==> config.mk <==
export PLATFORM = sky130hd
export DESIGN_NAME = boundary_scan_tap
export DESIGN_NICKNAME = d
export VERILOG_FILES = /design/src/design/boundary_chain.v /design/src/design/boundary_scan_tap.v
export VERILOG_INCLUDE_DIRS = /design/src /design/src/design
export SDC_FILE = /design/constraint.sdc
export NUM_CORES = 1
export LEC_CHECK = 0
export ABC_AREA = 1
export BUFFER_PORTS_ARGS = -buffer_cell sky130_fd_sc_hd__buf_4
export CAP_MARGIN = 15
export CORE_ASPECT_RATIO = 0.8
export CORE_MARGIN = 5
export CORE_UTILIZATION = 54
export DETAILED_ROUTE_END_ITERATION = 16
export GPL_ROUTABILITY_DRIVEN = 0
export PLACE_DENSITY_LB_ADDON = 0.1
export SKIP_CTS_REPAIR_TIMING = 1
export SLEW_MARGIN = 10
export SYNTH_ARGS = -nofsm -noshare
export SYNTH_HDL_FRONTEND = slang
export SYNTH_SLANG_ARGS = --single-unit
==> constraint.sdc <==
create_clock -name clock -period 2.5 [get_ports clock]
set_input_delay 0.375 -clock clock [delete_from_list [all_inputs] [get_ports clock]]
set_output_delay 0.375 -clock clock [all_outputs]
set_load 0.02 [all_outputs]
==> src/design/tap_defs.vh <==
`ifndef TAP_DEFS_VH
`define TAP_DEFS_VH

// tap controller states, binary coded
`define ST_RESET 4'h0
`define ST_IDLE 4'h1
`define ST_SEL_DR 4'h2
`define ST_CAP_DR 4'h3
`define ST_SHIFT_DR 4'h4
`define ST_EXIT1_DR 4'h5
`define ST_PAUSE_DR 4'h6
`define ST_EXIT2_DR 4'h7
`define ST_UPD_DR 4'h8
`define ST_SEL_IR 4'h9
`define ST_CAP_IR 4'hA
`define ST_SHIFT_IR 4'hB
`define ST_EXIT1_IR 4'hC
`define ST_PAUSE_IR 4'hD
`define ST_EXIT2_IR 4'hE
`define ST_UPD_IR 4'hF
`define ST_W 4

// instruction register
`define IR_W 4
`define IR_CAPTURE 4'h1
`define OP_EXTEST 4'h0
`define OP_SAMPLE 4'h1
`define OP_IDCODE 4'h2
`define OP_HIGHZ 4'h3
`define OP_BYPASS 4'hF

// data register selection codes
`define SEL_BYPASS 2'h0
`define SEL_BOUNDARY 2'h1
`define SEL_IDENT 2'h2
`define SEL_W 2

// identification word
`define ID_W 32
`define ID_VER_W 4
`define ID_PART_W 16
`define ID_MFR_W 11
`define ID_MARK 1'h1

// boundary chain: input cells first, then output cells
`define N_PAD_IN 8
`define N_PAD_OUT 8
`define BSR_LEN 16

`endif

==> src/design/boundary_chain.v <==
`timescale 1ns/10ps
`default_nettype none
`include "tap_defs.vh"

// shift, capture and update stages of the boundary-scan register
module boundary_chain (
  input wire clock,
  input wire rst_n,
  input wire capture,
  input wire shift,
  input wire update,
  input wire serial_in,
  input wire [`BSR_LEN-1:0] parallel_in,
  output wire serial_out,
  output reg [`BSR_LEN-1:0] update_r
);

  reg [`BSR_LEN-1:0] shift_r;

  assign serial_out = shift_r[0];

  // capture has priority over shift; both only fire on a tck rise
  always @(posedge clock) begin
    if (!rst_n) begin
      shift_r <= {`BSR_LEN{1'b0}};
    end else if (capture) begin
      shift_r <= parallel_in;
    end else if (shift) begin
      shift_r <= {serial_in, shift_r[`BSR_LEN-1:1]};
    end
  end

  // update stage holds preloaded values steady while shifting goes on
  always @(posedge clock) begin
    if (!rst_n) begin
      update_r <= {`BSR_LEN{1'b0}};
    end else if (update) begin
      update_r <= shift_r;
    end
  end

endmodule
`default_nettype wire

==> src/design/boundary_scan_tap.v <==
// Behaviour
// - five tck rises with tms high reach the reset state from anywhere
// - no automatic tap reset at power-up; trst_n or tms resets it
// - state changes only on tck rise, steered by sampled tms
// - in reset state all test logic is idle, fifo runs normally
// - capture-ir loads fixed pattern ending in binary 01
// - shift-ir puts instruction shifter between tdi and tdo
// - update-ir latches new instruction on falling tck
// - pause-ir holds instruction shifter contents unchanged
// - capture-dr loads selected data register; dr path mirrors ir path
// - instruction register four bits, lsb nearest tdo
// - decode 0 extest, 1 sample, 2 idcode, 3 highz, f bypass
// - data registers parallel between shared tdi and tdo
// - bypass is one stage, captures zero, never disturbs device
// - 32-bit read-only identification register shifted under idcode
// - id layout version, part, manufacturer, constant one in bit 0
// - idcode keeps device functional, selected right after tap reset
// - extest drives pad outputs from cells, captures pad inputs
// - sample keeps normal operation while boundary cells sample pins
// - tap logic overrides fifo operation on conflict
// - highz disables every output and selects bypass
`timescale 1ns/10ps
`default_nettype none
`include "tap_defs.vh"

module boundary_scan_tap #(
  // identity fields: arbitrary neutral values
  parameter [`ID_VER_W-1:0] ID_VERSION = 4'h1,
  parameter [`ID_PART_W-1:0] ID_PART = 16'h5A5A,
  parameter [`ID_MFR_W-1:0] ID_MFR = 11'h2AA
) (
  input wire clock,
  input wire rst_n,
  input wire tck,
  input wire tms,
  input wire tdi,
  input wire trst_n,
  output reg tdo,
  output reg tdo_oe,
  input wire [`N_PAD_IN-1:0] pad_in,
  output wire [`N_PAD_IN-1:0] core_in,
  input wire [`N_PAD_OUT-1:0] core_out,
  input wire core_oe,
  output reg [`N_PAD_OUT-1:0] pad_out,
  output reg [`N_PAD_OUT-1:0] pad_oe,
  output reg fifo_hold,
  output reg tap_in_reset,
  output reg [`IR_W-1:0] active_instruction
);

  // pin synchronisers, first stage feeds only the second
  reg tck_m_r;
  reg tck_s_r;
  reg tck_d_r;
  reg tms_m_r;
  reg tms_s_r;
  reg tdi_m_r;
  reg tdi_s_r;
  reg trst_m_r;
  reg trst_s_r;
  reg [`N_PAD_IN-1:0] pad_m_r;
  reg [`N_PAD_IN-1:0] pad_s_r;

  // tap state and shift stages
  reg [`ST_W-1:0] state_r;
  reg [`ST_W-1:0] state_nxt;
  reg [`IR_W-1:0] ir_shift_r;
  reg bypass_r;
  reg [`ID_W-1:0] id_shift_r;
  reg tdo_nxt;

  // edges and decoded controls
  wire tck_rise;
  wire tck_fall;
  wire [`SEL_W-1:0] dr_sel;
  wire [`ID_W-1:0] id_word;
  wire bsr_capture;
  wire bsr_shift;
  wire bsr_update;
  wire bsr_so;
  wire [`BSR_LEN-1:0] bsr_par;
  wire [`BSR_LEN-1:0] bsr_upd;
  wire drive_test;
  wire force_off;

  // next tap state from current state and sampled tms
  // codes outside the graph fall back to the reset state
  function [`ST_W-1:0] tap_next;
    input [`ST_W-1:0] st;
    input m;
    begin
      case (st)
        `ST_RESET: tap_next = m ? `ST_RESET : `ST_IDLE;
        `ST_IDLE: tap_next = m ? `ST_SEL_DR : `ST_IDLE;
        `ST_SEL_DR: tap_next = m ? `ST_SEL_IR : `ST_CAP_DR;
        `ST_CAP_DR: tap_next = m ? `ST_EXIT1_DR : `ST_SHIFT_DR;
        `ST_SHIFT_DR: tap_next = m ? `ST_EXIT1_DR : `ST_SHIFT_DR;
        `ST_EXIT1_DR: tap_next = m ? `ST_UPD_DR : `ST_PAUSE_DR;
        `ST_PAUSE_DR: tap_next = m ? `ST_EXIT2_DR : `ST_PAUSE_DR;
        `ST_EXIT2_DR: tap_next = m ? `ST_UPD_DR : `ST_SHIFT_DR;
        `ST_UPD_DR: tap_next = m ? `ST_SEL_DR : `ST_IDLE;
        `ST_SEL_IR: tap_next = m ? `ST_RESET : `ST_CAP_IR;
        `ST_CAP_IR: tap_next = m ? `ST_EXIT1_IR : `ST_SHIFT_IR;
        `ST_SHIFT_IR: tap_next = m ? `ST_EXIT1_IR : `ST_SHIFT_IR;
        `ST_EXIT1_IR: tap_next = m ? `ST_UPD_IR : `ST_PAUSE_IR;
        `ST_PAUSE_IR: tap_next = m ? `ST_EXIT2_IR : `ST_PAUSE_IR;
        `ST_EXIT2_IR: tap_next = m ? `ST_UPD_IR : `ST_SHIFT_IR;
        `ST_UPD_IR: tap_next = m ? `ST_SEL_DR : `ST_IDLE;
        default: tap_next = `ST_RESET;
      endcase
    end
  endfunction

  // instruction to data register; used for capture, shift and tdo
  // highz shares the bypass stage so tdo still has a one-bit path
  function [`SEL_W-1:0] dr_decode;
    input [`IR_W-1:0] op;
    begin
      case (op)
        `OP_EXTEST: dr_decode = `SEL_BOUNDARY;
        `OP_SAMPLE: dr_decode = `SEL_BOUNDARY;
        `OP_IDCODE: dr_decode = `SEL_IDENT;
        `OP_HIGHZ: dr_decode = `SEL_BYPASS;
        `OP_BYPASS: dr_decode = `SEL_BYPASS;
        default: dr_decode = `SEL_BYPASS;
      endcase
    end
  endfunction

  // two flops on every pin before any logic looks at it
  // tck pulses under one clock high or low may be lost here
  always @(posedge clock) begin
    if (!rst_n) begin
      tck_m_r <= 1'b0;
      tck_s_r <= 1'b0;
      tck_d_r <= 1'b0;
      tms_m_r <= 1'b1;
      tms_s_r <= 1'b1;
      tdi_m_r <= 1'b0;
      tdi_s_r <= 1'b0;
      trst_m_r <= 1'b1;
      trst_s_r <= 1'b1;
      pad_m_r <= {`N_PAD_IN{1'b0}};
      pad_s_r <= {`N_PAD_IN{1'b0}};
    end else begin
      tck_m_r <= tck;
      tck_s_r <= tck_m_r;
      tck_d_r <= tck_s_r;
      tms_m_r <= tms;
      tms_s_r <= tms_m_r;
      tdi_m_r <= tdi;
      tdi_s_r <= tdi_m_r;
      trst_m_r <= trst_n;
      trst_s_r <= trst_m_r;
      pad_m_r <= pad_in;
      pad_s_r <= pad_m_r;
    end
  end

  // tck edges found on the synchronised copy; tms and tdi share its delay
  assign tck_rise = tck_s_r & ~tck_d_r;
  assign tck_fall = ~tck_s_r & tck_d_r;

  // core inputs see the pins unchanged; the cells only observe them
  // so sample and extest never cut the fifo off from its inputs
  assign core_in = pad_s_r;

  // tap state register
  always @* begin
    state_nxt = state_r;
    if (tck_rise) begin
      state_nxt = tap_next(state_r, tms_s_r);
    end
  end

  // rst_n stands for board reset; power-up with no rst_n has no own reset
  // a low trst_n parks the state in reset whatever tms does
  always @(posedge clock) begin
    if (!rst_n) begin
      state_r <= `ST_RESET;
    end else if (!trst_s_r) begin
      state_r <= `ST_RESET;
    end else begin
      state_r <= state_nxt;
    end
  end

  // instruction shifter: capture, shift, hold in pause
  // exit states hold as well, so a pause never loses bits
  always @(posedge clock) begin
    if (!rst_n) begin
      ir_shift_r <= `IR_CAPTURE;
    end else if (tck_rise) begin
      case (state_r)
        `ST_CAP_IR: ir_shift_r <= `IR_CAPTURE;
        `ST_SHIFT_IR: ir_shift_r <= {tdi_s_r, ir_shift_r[`IR_W-1:1]};
        `ST_PAUSE_IR: ir_shift_r <= ir_shift_r;
        default: ir_shift_r <= ir_shift_r;
      endcase
    end
  end

  // instruction latch, written on the falling tck in update-ir
  // a scan in progress never changes what the pads see
  always @(posedge clock) begin
    if (!rst_n) begin
      active_instruction <= `OP_IDCODE;
    end else if (!trst_s_r || state_r == `ST_RESET) begin
      active_instruction <= `OP_IDCODE;
    end else if (tck_fall && state_r == `ST_UPD_IR) begin
      active_instruction <= ir_shift_r;
    end
  end

  // data register picked by the latched instruction
  assign dr_sel = dr_decode(active_instruction);

  // identification word, fixed wiring so it cannot be written
  assign id_word = {ID_VERSION, ID_PART, ID_MFR, `ID_MARK};

  // bypass stage: zero on capture, one-bit path on shift
  // it holds its bit in every other state
  always @(posedge clock) begin
    if (!rst_n) begin
      bypass_r <= 1'b0;
    end else if (tck_rise && dr_sel == `SEL_BYPASS) begin
      if (state_r == `ST_CAP_DR) begin
        bypass_r <= 1'b0;
      end else if (state_r == `ST_SHIFT_DR) begin
        bypass_r <= tdi_s_r;
      end
    end
  end

  // identification shifter, reloaded from the constant word on capture
  // bits shifted in are thrown away at the next capture
  always @(posedge clock) begin
    if (!rst_n) begin
      id_shift_r <= {`ID_W{1'b0}};
    end else if (tck_rise && dr_sel == `SEL_IDENT) begin
      if (state_r == `ST_CAP_DR) begin
        id_shift_r <= id_word;
      end else if (state_r == `ST_SHIFT_DR) begin
        id_shift_r <= {tdi_s_r, id_shift_r[`ID_W-1:1]};
      end
    end
  end

  // boundary chain controls; update on the falling tck like the ir
  assign bsr_capture = tck_rise && state_r == `ST_CAP_DR && dr_sel == `SEL_BOUNDARY;
  assign bsr_shift = tck_rise && state_r == `ST_SHIFT_DR && dr_sel == `SEL_BOUNDARY;
  assign bsr_update = tck_fall && state_r == `ST_UPD_DR && dr_sel == `SEL_BOUNDARY;
  // cells capture pins in and the functional value headed out
  assign bsr_par = {core_out, pad_s_r};

  boundary_chain u_chain (
    .clock(clock),
    .rst_n(rst_n),
    .capture(bsr_capture),
    .shift(bsr_shift),
    .update(bsr_update),
    .serial_in(tdi_s_r),
    .parallel_in(bsr_par),
    .serial_out(bsr_so),
    .update_r(bsr_upd)
  );

  // output cells take the pads only under extest; highz only turns the drivers off
  assign drive_test = active_instruction == `OP_EXTEST;
  assign force_off = active_instruction == `OP_HIGHZ;

  // pad drivers registered; test modes override the fifo
  // registered so a change of instruction cannot glitch a pad
  always @(posedge clock) begin
    if (!rst_n) begin
      pad_out <= {`N_PAD_OUT{1'b0}};
      pad_oe <= {`N_PAD_OUT{1'b0}};
      fifo_hold <= 1'b0;
    end else if (state_r == `ST_RESET) begin
      pad_out <= core_out;
      pad_oe <= {`N_PAD_OUT{core_oe}};
      fifo_hold <= 1'b0;
    end else if (force_off) begin
      pad_out <= core_out;
      pad_oe <= {`N_PAD_OUT{1'b0}};
      fifo_hold <= 1'b1;
    end else if (drive_test) begin
      pad_out <= bsr_upd[`BSR_LEN-1:`N_PAD_IN];
      pad_oe <= {`N_PAD_OUT{1'b1}};
      fifo_hold <= 1'b1;
    end else begin
      // sample, idcode and bypass leave the device alone
      pad_out <= core_out;
      pad_oe <= {`N_PAD_OUT{core_oe}};
      fifo_hold <= 1'b0;
    end
  end

  // reset-state flag lets the fifo know the tap is out of its way
  // one clock behind the state, in step with the pads
  always @(posedge clock) begin
    if (!rst_n) begin
      tap_in_reset <= 1'b1;
    end else begin
      tap_in_reset <= state_r == `ST_RESET;
    end
  end

  // serial output source for the current shift state
  // bypass also serves highz and every unknown code
  always @* begin
    tdo_nxt = 1'b0;
    if (state_r == `ST_SHIFT_IR) begin
      tdo_nxt = ir_shift_r[0];
    end else begin
      case (dr_sel)
        `SEL_IDENT: tdo_nxt = id_shift_r[0];
        `SEL_BOUNDARY: tdo_nxt = bsr_so;
        default: tdo_nxt = bypass_r;
      endcase
    end
  end

  // tdo changes on falling tck so the controller samples it stable
  // the reset state silences tdo at once, without waiting for tck
  always @(posedge clock) begin
    if (!rst_n) begin
      tdo <= 1'b0;
      tdo_oe <= 1'b0;
    end else if (state_r == `ST_RESET) begin
      tdo <= 1'b0;
      tdo_oe <= 1'b0;
    end else if (tck_fall) begin
      if (state_r == `ST_SHIFT_IR || state_r == `ST_SHIFT_DR) begin
        tdo <= tdo_nxt;
        tdo_oe <= 1'b1;
      end else begin
        tdo <= 1'b0;
        tdo_oe <= 1'b0;
      end
    end
  end

endmodule
`default_nettype wire

-- After elaboration in Yosys (flattened, before gate mapping)
Cells that the tools add are included.
- flip-flop bits (word level): 122
- input port bits: 23
- output and inout port bits: 32
- word-level logic and storage cells: 110
- equal/unequal tests: 20
- multiplexer cells: 33
- bitwise gates (word level): 5
- reductions and logical operators: 28
- operators with widths (kind ; number):
    $mux 32 ; 2
    $mux 8 ; 6
    $pmux 4 s12 ; 1
    $eq 4x4->1 const B ; 8
    $mux 16 ; 2
    $eq 4x2->1 const B ; 4
    $eq 4x3->1 const B ; 4
    $mux 4 ; 4
    $mux 1 ; 10
    $reduce_or 2->1 ; 5
    $logic_and 1x1->1 ; 9
    $eq 4x1->1 const B ; 2
    $logic_not 4->1 ; 2
    $pmux 4 s2 ; 1
    $reduce_and 2->1 ; 4
    $mux 2 ; 3
    $mux 3 ; 2
    $reduce_bool 2->1 ; 3
    $pmux 2 s2 ; 1
    $not 1->1 ; 3
    $reduce_or 3->1 ; 1
    $and 1x1->1 ; 2
    $eq 2x1->1 const B ; 1
    $eq 2x2->1 const B ; 1
    4 further kinds ; 5

-- Depth between registers and ports, before layout
Gate-level depths: netlist (run 1).
- depth after elaboration: 7
- depth in mapped cells: 12
- gate-level depth less buffers: 12

-- Modules after synthesis
Synthesis (run 1) repeated with hierarchy kept, for this count alone.
- cell total of the unflattened synthesis: 639
- area total of the unflattened synthesis: 4699.5 µm²
- by module, submodules not included (module ; times used ; cells an instance ; area each (µm²) ; seq. area each (µm²)):
    boundary_scan_tap ; 1 ; 435 ; 3273.1 ; 1661.6
    boundary_chain ; 1 ; 204 ; 1426.4 ; 640.6

-- Worst setup path after synthesis (run 1)
OpenSTA, ideal clock, no wires.
- path kind: register to register
- start: register active_instruction[3]
- end: register u_chain.shift_r[2]
- setup time: 0.122 ns
- arrival time: 1.693 ns
- data required time: 2.378 ns
- path slack: 0.685 ns
- stages on the path, launching flop included: 13
- path buffers: 1
- clock period less this slack: 1.815 ns
- cell sequence: dfxtp_1 -> nor2_1 -> inv_1 -> nor3_1 -> inv_1 -> ha_1 -> inv_1 -> nor2_1 -> nand2_2 -> inv_2 -> buf_6 -> o21ai_0 -> a21oi_2
- longest elaborated chain between the ends: 6
- elaborated cells on any way between the ends: 10
- classes of those cells: 3 x eq/ne; 2 x mux; 5 x reduce/logical
- ends and longest elaborated chain (element ; line ; text):
    start: declaration ; boundary_scan_tap.v:48 ; output reg [`IR_W-1:0] active_instruction
    start signal: assignment ; boundary_scan_tap.v:207 ; active_instruction <= `OP_IDCODE;
    start signal: assignment ; boundary_scan_tap.v:209 ; active_instruction <= `OP_IDCODE;
    start signal: assignment ; boundary_scan_tap.v:211 ; active_instruction <= ir_shift_r;
    $eq 4x1->1 or $logic_not 4->1 (tied branches) ; boundary_scan_tap.v:119 ; case (op)
    $reduce_or 2->1 (no source line) ; -- ;
    $pmux 2 s2 * ; boundary_scan_tap.v:119 ;
    $eq 2x1->1 * ; -- ;
    $logic_and 1x1->1 (no source line) ; -- ;
    $mux 16 or $reduce_bool 2->1 (tied branches) ; -- ;
    end signal: assignment ; boundary_chain.v:25 ; shift_r <= {`BSR_LEN{1'b0}};
    end signal: assignment ; boundary_chain.v:27 ; shift_r <= parallel_in;
    end signal: assignment ; boundary_chain.v:29 ; shift_r <= {serial_in, shift_r[`BSR_LEN-1:1]};
    end: declaration ; boundary_chain.v:18 ; reg [`BSR_LEN-1:0] shift_r;
Every way passes the cells marked *; elsewhere a longest branch is shown, timed or not.
A chain may end at the register's enable or synchronous reset.

-- Worst setup path in the final report (run 1)
- start: register active_instruction[3]
- end: register u_chain.shift_r[12]
Same word-level chain as after synthesis.

==> impl_metrics.toml, run 1 <==
[run_status]
status = "finished, final reports clean"

[yosys]
postSynth.asyncResetShare_pct = 0
ys_top_cells_by_area = "dfxtp_1, nand2_1, o21ai_0, a21oi_1, nor2_1"
ys_seq_area_share_pct = 49.0
synth_cells = 548
yosys_warnings = 0
synth_top_area_share_pct = 49.0
yosys.area.top_type = "dfxtp_1"
ys_ff_latch = 107
synth_common_cells = "dfxtp_1, nand2_1, nor2_1, o21ai_0"
synthesis.area_um2 = 4370
avgSynthCellArea_um2 = 7.97
syn_nets = 574
synth_edf_count = 0
synth_cell_types = 31
ys.flop_type = "dfxtp_1"
yosysMostFrequentCell = "dfxtp_1"

[route]
drcViolationCount = 0
via_count = 3562
viasPerCell = 5.12
routedWlPerCell_um = 13.0
antenna_left = 0
firstDrtPassIters = 5
wl_mm = 9.08
drt_iter0_markers = 161

[worst_setup_path]
cp.buffers_inverters = 3
worstPathMaxFanout = 29
crit_arrival_ns = 2.38
cp-start-kind = "flip-flop"
max_stage_delay_ns = 0.34
critPathMostFrequentCell = "nor2_1"
critPathTopFamily = "simple AND/OR/NAND/NOR gates"
crit_path_cell_trace = "nor2_1, inv_1, nor2_1, ha_1, inv_1, nor2_1, nand2_2, inv_2, o211ai_1, a21oi_1"
cp_slowest_cell = "inv_2"
required_ns = 2.79
setup.worst_path.class = "reg -> reg"
cp-end-kind = "flip-flop"

[sta]
post-route-min-period_ns = 2.09
clock_skew_ns = 0.0140
worst_slack_ns = 0.409
worst_pin_slew_ns = 0.441
fin_crit_sh_pct = 83.6
max_slew_margin_pct = 70.6
setup_viol = 0
rsz0062_at_grt = "false"
max_freq_mhz = 478
hold_violations = 0
fin_tns_setup_ns = 0
slew_viol_final = 0
fin_hold_ws_ns = 0.188

[floorplan]
core_area_um2 = 7910
dieHeight_um = 90.4
ios = 55
start_util_pct = 55.2
num_rows = 29
die_w_um = 111
dieArea_um2 = 10000

[cells_and_area]
nets = 609
drive_above_1_share_pct = 19.7
areaGrowthSynthToFinish_pct = 12.3
antennaDiodeCount = 0

[cts]
clock_path_buffers = 2
clkTransAtPathRegs_ns = 0.10
cts_made_buffers = 9
cts_tree = "done"
cts_root_buffer = "clkbuf_8"
h-tree-depth = 3
clkLatencyLatePin_ns = 0.37
cts.sinks = 107

[grt]
grt_pass1_vias = 3191
antenna_found_initial = 0
globalRoute.totalOverflow = 0
grt_max_degree = 39
grt_pass1_wl_mm = 15.4
grt.total_usage_pct = 18.4

[min_path]
hold_class = "in -> reg"

[place]
dp_slack_ns = 0.441
dp.final_hpwl_mm = 6.32
portBuffers = 54

[run]
maxCapViolations = 0

[pwr]
power_density_nw_per_um2 = 593
irDropWorstVdd_mv = 0.391
power.leakage_nw = 2.21
p_total_mw = 2.91
-- worst register-to-register path, cell delays in order, from the launching register on --
cell      delay, ns
dfxtp_1        0.33
nor2_1         0.17
inv_1          0.08
nor2_1         0.13
ha_1           0.26
inv_1          0.06
nor2_1         0.23
nand2_2        0.12
inv_2          0.34
o211ai_1       0.15
a21oi_1        0.15
-- state kept, by name, indices dropped and copies added, names as in the netlist, 4 cells and up --
| name | flops |
|---|---|
| core_in | 8 |
| id_shift_r | 32 |
| active_instruction | 4 |
| u_chain.update_r | 8 |
| pad_m_r | 8 |
| state_r | 4 |
| pad_out | 8 |
| ir_shift_r | 4 |
| u_chain.shift_r | 16 |
-- power breakdown --
group	switching, mW	internal (mW)	total (mW)	leakage (nW)
logic	0.0832	0.0608	0.144	1.25
clock network	0.591	0.431	1.02	0.0981
registers	0.0124	1.73	1.74	0.870
total	0.686	2.22	2.91	2.21
-- layer usage --
metal  wire [µm]  part of all wire [%]  GRT usage, %  vias up
met1        4730                    52          27.3     1620
met2        3740                    41          26.5       97
met5           0                     0             0        -
li1            -                     -             -     1833
met3         509                   5.6          4.69       12
met4          98                   1.1          4.62        0
-- worst paths after layout --
path / startpoint / to / slack, ns / depth (start not counted)
worst max-delay path: active_instruction[3] / u_chain.shift_r[12] / 0.41 / 10
worst min-delay path: pad_in[5] / pad_m_r[5] / 0.19 / 3
worst max register to register: active_instruction[3] / u_chain.shift_r[12] / 0.41 / 10
worst min register to register: pad_m_r[2] / core_in[2] / 0.42 / 2
-- cell usage in the layout (no fill, tap or decap) --
cell type	instances
nand2_2	4
a21oi_2	4
nand3b_1	1
inv_2	6
clkinvlp_4	1
a211oi_1	1
nand2_4	2
nor2_4	6
o22ai_1	8
inv_1	53
nand2_1	86
nand3_2	10
nand3_1	18
inv_8	1
o211ai_1	4
o21ai_1	8
inv_4	1
nor2_1	57
nand3_4	1
clkinv_4	2
inv_6	1
clkbuf_8	11
or2_2	4
nor2_2	1
and2_1	1
buf_4	60
ha_1	3
nor3_1	17
a21oi_1	53
o21ai_0	55
dfxtp_1	107
nand4_4	1
-- cell type report --
class,count,area [µm²]
Fill cell,718,3010
Sequential cell,107,2140
Multi-Input combinational cell,345,1750
Timing Repair Buffer,60,450
Inverter,60,228
Clock buffer,11,151
Tap cell,108,135
Clock inverter,5,45.0
-- logic make-up after synthesis --
kind of cell               synth area share (%)
AOI/OAI and AO/OA                          16.1
adders and majority gates                 0.859
buffers and inverters                      10.9
DFF                                        49.0
and+or+nand+nor                            23.1
-- stage by stage --
step           std cells  util (%)  instance area (µm²)
3_3_place_gp         680      59.5                 4710
4_1_cts              696      62.0                 4900
5_1_grt              696      62.0                 4900
6_report             696      62.0                 4900
2_1_floorplan        548         -                 4370
3_5_place_dp         680      59.5                 4710
Note: power is estimated with default switching activity, not from simulation.
==> inputs of run 2 (changes only) <==
--- a/config.mk
+++ b/config.mk
@@ -6,7 +6,7 @@
 export SDC_FILE = /design/constraint.sdc
 export NUM_CORES = 1
 export LEC_CHECK = 0
-export ABC_AREA = 1
+export ABC_AREA = 0
 export BUFFER_PORTS_ARGS = -buffer_cell sky130_fd_sc_hd__buf_4
 export CAP_MARGIN = 15
 export CORE_ASPECT_RATIO = 0.8
==> constraint.sdc (replaced) <==
create_clock -name clock -period 2 [get_ports clock]
set_input_delay 0.3 -clock clock [delete_from_list [all_inputs] [get_ports clock]]
set_output_delay 0.3 -clock clock [all_outputs]
set_load 0.02 [all_outputs]
==> impl_metrics.toml, run 2 <==
[run_status]
status = "finished, violations left"
failed_checks = "setup timing"

[sta]
clock_skew_ns = 0.0107
max_slew_margin_pct = 72.5
fin_tns_setup_ns = -2.46
rsz0062_at_grt = "true"
worst_slack_ns = -0.109
post-route-min-period_ns = 2.11
worst_pin_slew_ns = 0.409
fin_hold_ws_ns = 0.0981
hold_violations = 0
setup_viol = 32
slew_viol_final = 0
fin_crit_sh_pct = 105
max_freq_mhz = 474

[yosys]
postSynth.asyncResetShare_pct = 0
synth_common_cells = "dfxtp_1, nand2_1, o21ai_0, clkbuf_1, nand3_1"
synth_edf_count = 0
ys_ff_latch = 107
syn_nets = 511
synth_cell_types = 50
ys.flop_type = "dfxtp_1"
synthesis.area_um2 = 4410
yosys_warnings = 0
ys_top_cells_by_area = "dfxtp_1, nand2_1, mux2i_1, o211a_1, o21ai_0"
ys_seq_area_share_pct = 48.6
synth_cells = 485
synth_top_area_share_pct = 48.6
avgSynthCellArea_um2 = 9.09
yosys.area.top_type = "dfxtp_1"
yosysMostFrequentCell = "dfxtp_1"

[grt]
grt_pass1_vias = 2950
grt.total_usage_pct = 17.2
grt_pass1_wl_mm = 14.3
antenna_found_initial = 0
globalRoute.totalOverflow = 0
grt_max_degree = 64

[pwr]
p_total_mw = 3.81
power.leakage_nw = 2.21
power_density_nw_per_um2 = 717
irDropWorstVdd_mv = 0.630

[route]
wl_mm = 9.35
drt_iter0_markers = 265
drcViolationCount = 0
firstDrtPassIters = 5
via_count = 3497
antenna_left = 0
routedWlPerCell_um = 14.5
viasPerCell = 5.44

[cells_and_area]
fin_util_pct = 66.8
fin_cells = 643
antennaDiodeCount = 0
largest_reg_flops = 32
mostFrequentLayoutCells = "dfxtp_1, nand2_1, buf_4"
final_common_cell = "dfxtp_1"
largest-register = "id_shift_r"
areaGrowthSynthToFinish_pct = 20.4
drive_above_1_share_pct = 21.9
reg_top3 = "id_shift_r: 32 flops, u_chain.shift_r: 16 flops"
nets = 556

[floorplan]
num_rows = 29
dieArea_um2 = 10100
die_w_um = 111
start_util_pct = 55.5
ios = 55
core_area_um2 = 7950
dieHeight_um = 90.8

[place]
portBuffers = 54
post-place-cells = 619
dp.final_hpwl_mm = 5.74

[min_path]
hold_path_end = "trst_m_r"
hold_class = "in -> reg"
min_delay_path_depth = 2
worstHoldStart = "trst_n"

[worst_setup_path]
worstPathMaxFanout = 31
r2r_setup_slack_ns = -0.11
cp-start-kind = "flip-flop"
crit_start = "active_instruction[1]"
timing.rr.start = "active_instruction[1]"
rr_worst_depth = 10
required_ns = 2.32
setup.worst_path.class = "reg -> reg"
crit_arrival_ns = 2.43
cp-end-kind = "flip-flop"
rr_endpoint = "id_shift_r[7]"

[cts]
cts_tree = "done"
cts_made_buffers = 9
clkTransAtPathRegs_ns = 0.10
cts.sinks = 107
clock_path_buffers = 2
h-tree-depth = 3
cts_root_buffer = "clkbuf_8"
clkLatencyLatePin_ns = 0.38

[run]
maxCapViolations = 0
## run 2: worst max path at each step
stage / endpoint / slack [ns] / cells past startpoint
global route: id_shift_r[11] / -0.18 / 10
floorplan: id_shift_r[2] / -0.13 / 8
CTS: id_shift_r[11] / -0.1 / 9
detailed placement: id_shift_r[11] / -0.06 / 9
global placement: id_shift_r[28] / 0.005 / 9
finish: id_shift_r[7] / -0.11 / 10
## run 2: worst max-delay path: stages (launching register included)
cell and delay [ns]:
dfxtp_4 0.36, or3b_4 0.37, or2_4 0.25, inv_2 0.07
ha_4 0.12, inv_2 0.04, a2111oi_4 0.28, buf_6 0.19
buf_12 0.18, nand4_1 0.10, o21ai_1 0.08
## run 2: where the power goes
part	internal, mW	leakage, nW	switching [mW]	total [mW]
clock network	0.636	0.104	0.750	1.39
registers	2.16	0.871	0.0194	2.18
logic	0.112	1.23	0.127	0.239
total	2.91	2.21	0.896	3.81
## run 2: cells by family (layout without fill, tap and decap cells)
family                   count (synthesis)  in the layout  synth area share [%]
AND/OR/NAND/NOR                        199            199                  23.4
flip-flops                             107            107                  48.6
AO/OA/AOI/OAI                          103            103                  16.9
buffers and inverters                   53            103                  5.85
multiplexers                            18             18                  4.09
adder cells (fa/ha/maj)                  3              3                 0.852
XOR/XNOR                                 2              2                 0.397
## run 2: stage by stage
| step | setup WS [ns] | cell area, µm² |
|---|---|---|
| detailed placement | -0.0586 | 4960 |
| CTS | -0.0959 | 5170 |
| global route | -0.183 | 5310 |
| global placement | 0.00518 | 4960 |
| floorplan | -0.128 | 4440 |
| finish | -0.109 | 5310 |
## run 2: final cells by class
type | count | area [µm²]
Sequential cell | 107 | 2150
Clock inverter | 5 | 68.8
Clock buffer | 11 | 141
Fill cell | 647 | 2640
Tap cell | 108 | 135
Multi-Input combinational cell | 325 | 2060
Inverter | 4 | 15.0
Timing Repair Buffer | 83 | 736
## run 2: routing by layer
layer	share of wire (%)	up-vias	GRT usage, %
met3	7.6	13	5.22
met2	42	120	24.6
met5	0	-	0
met1	49	1590	24.3
li1	-	1774	-
met4	1.4	0	6.69
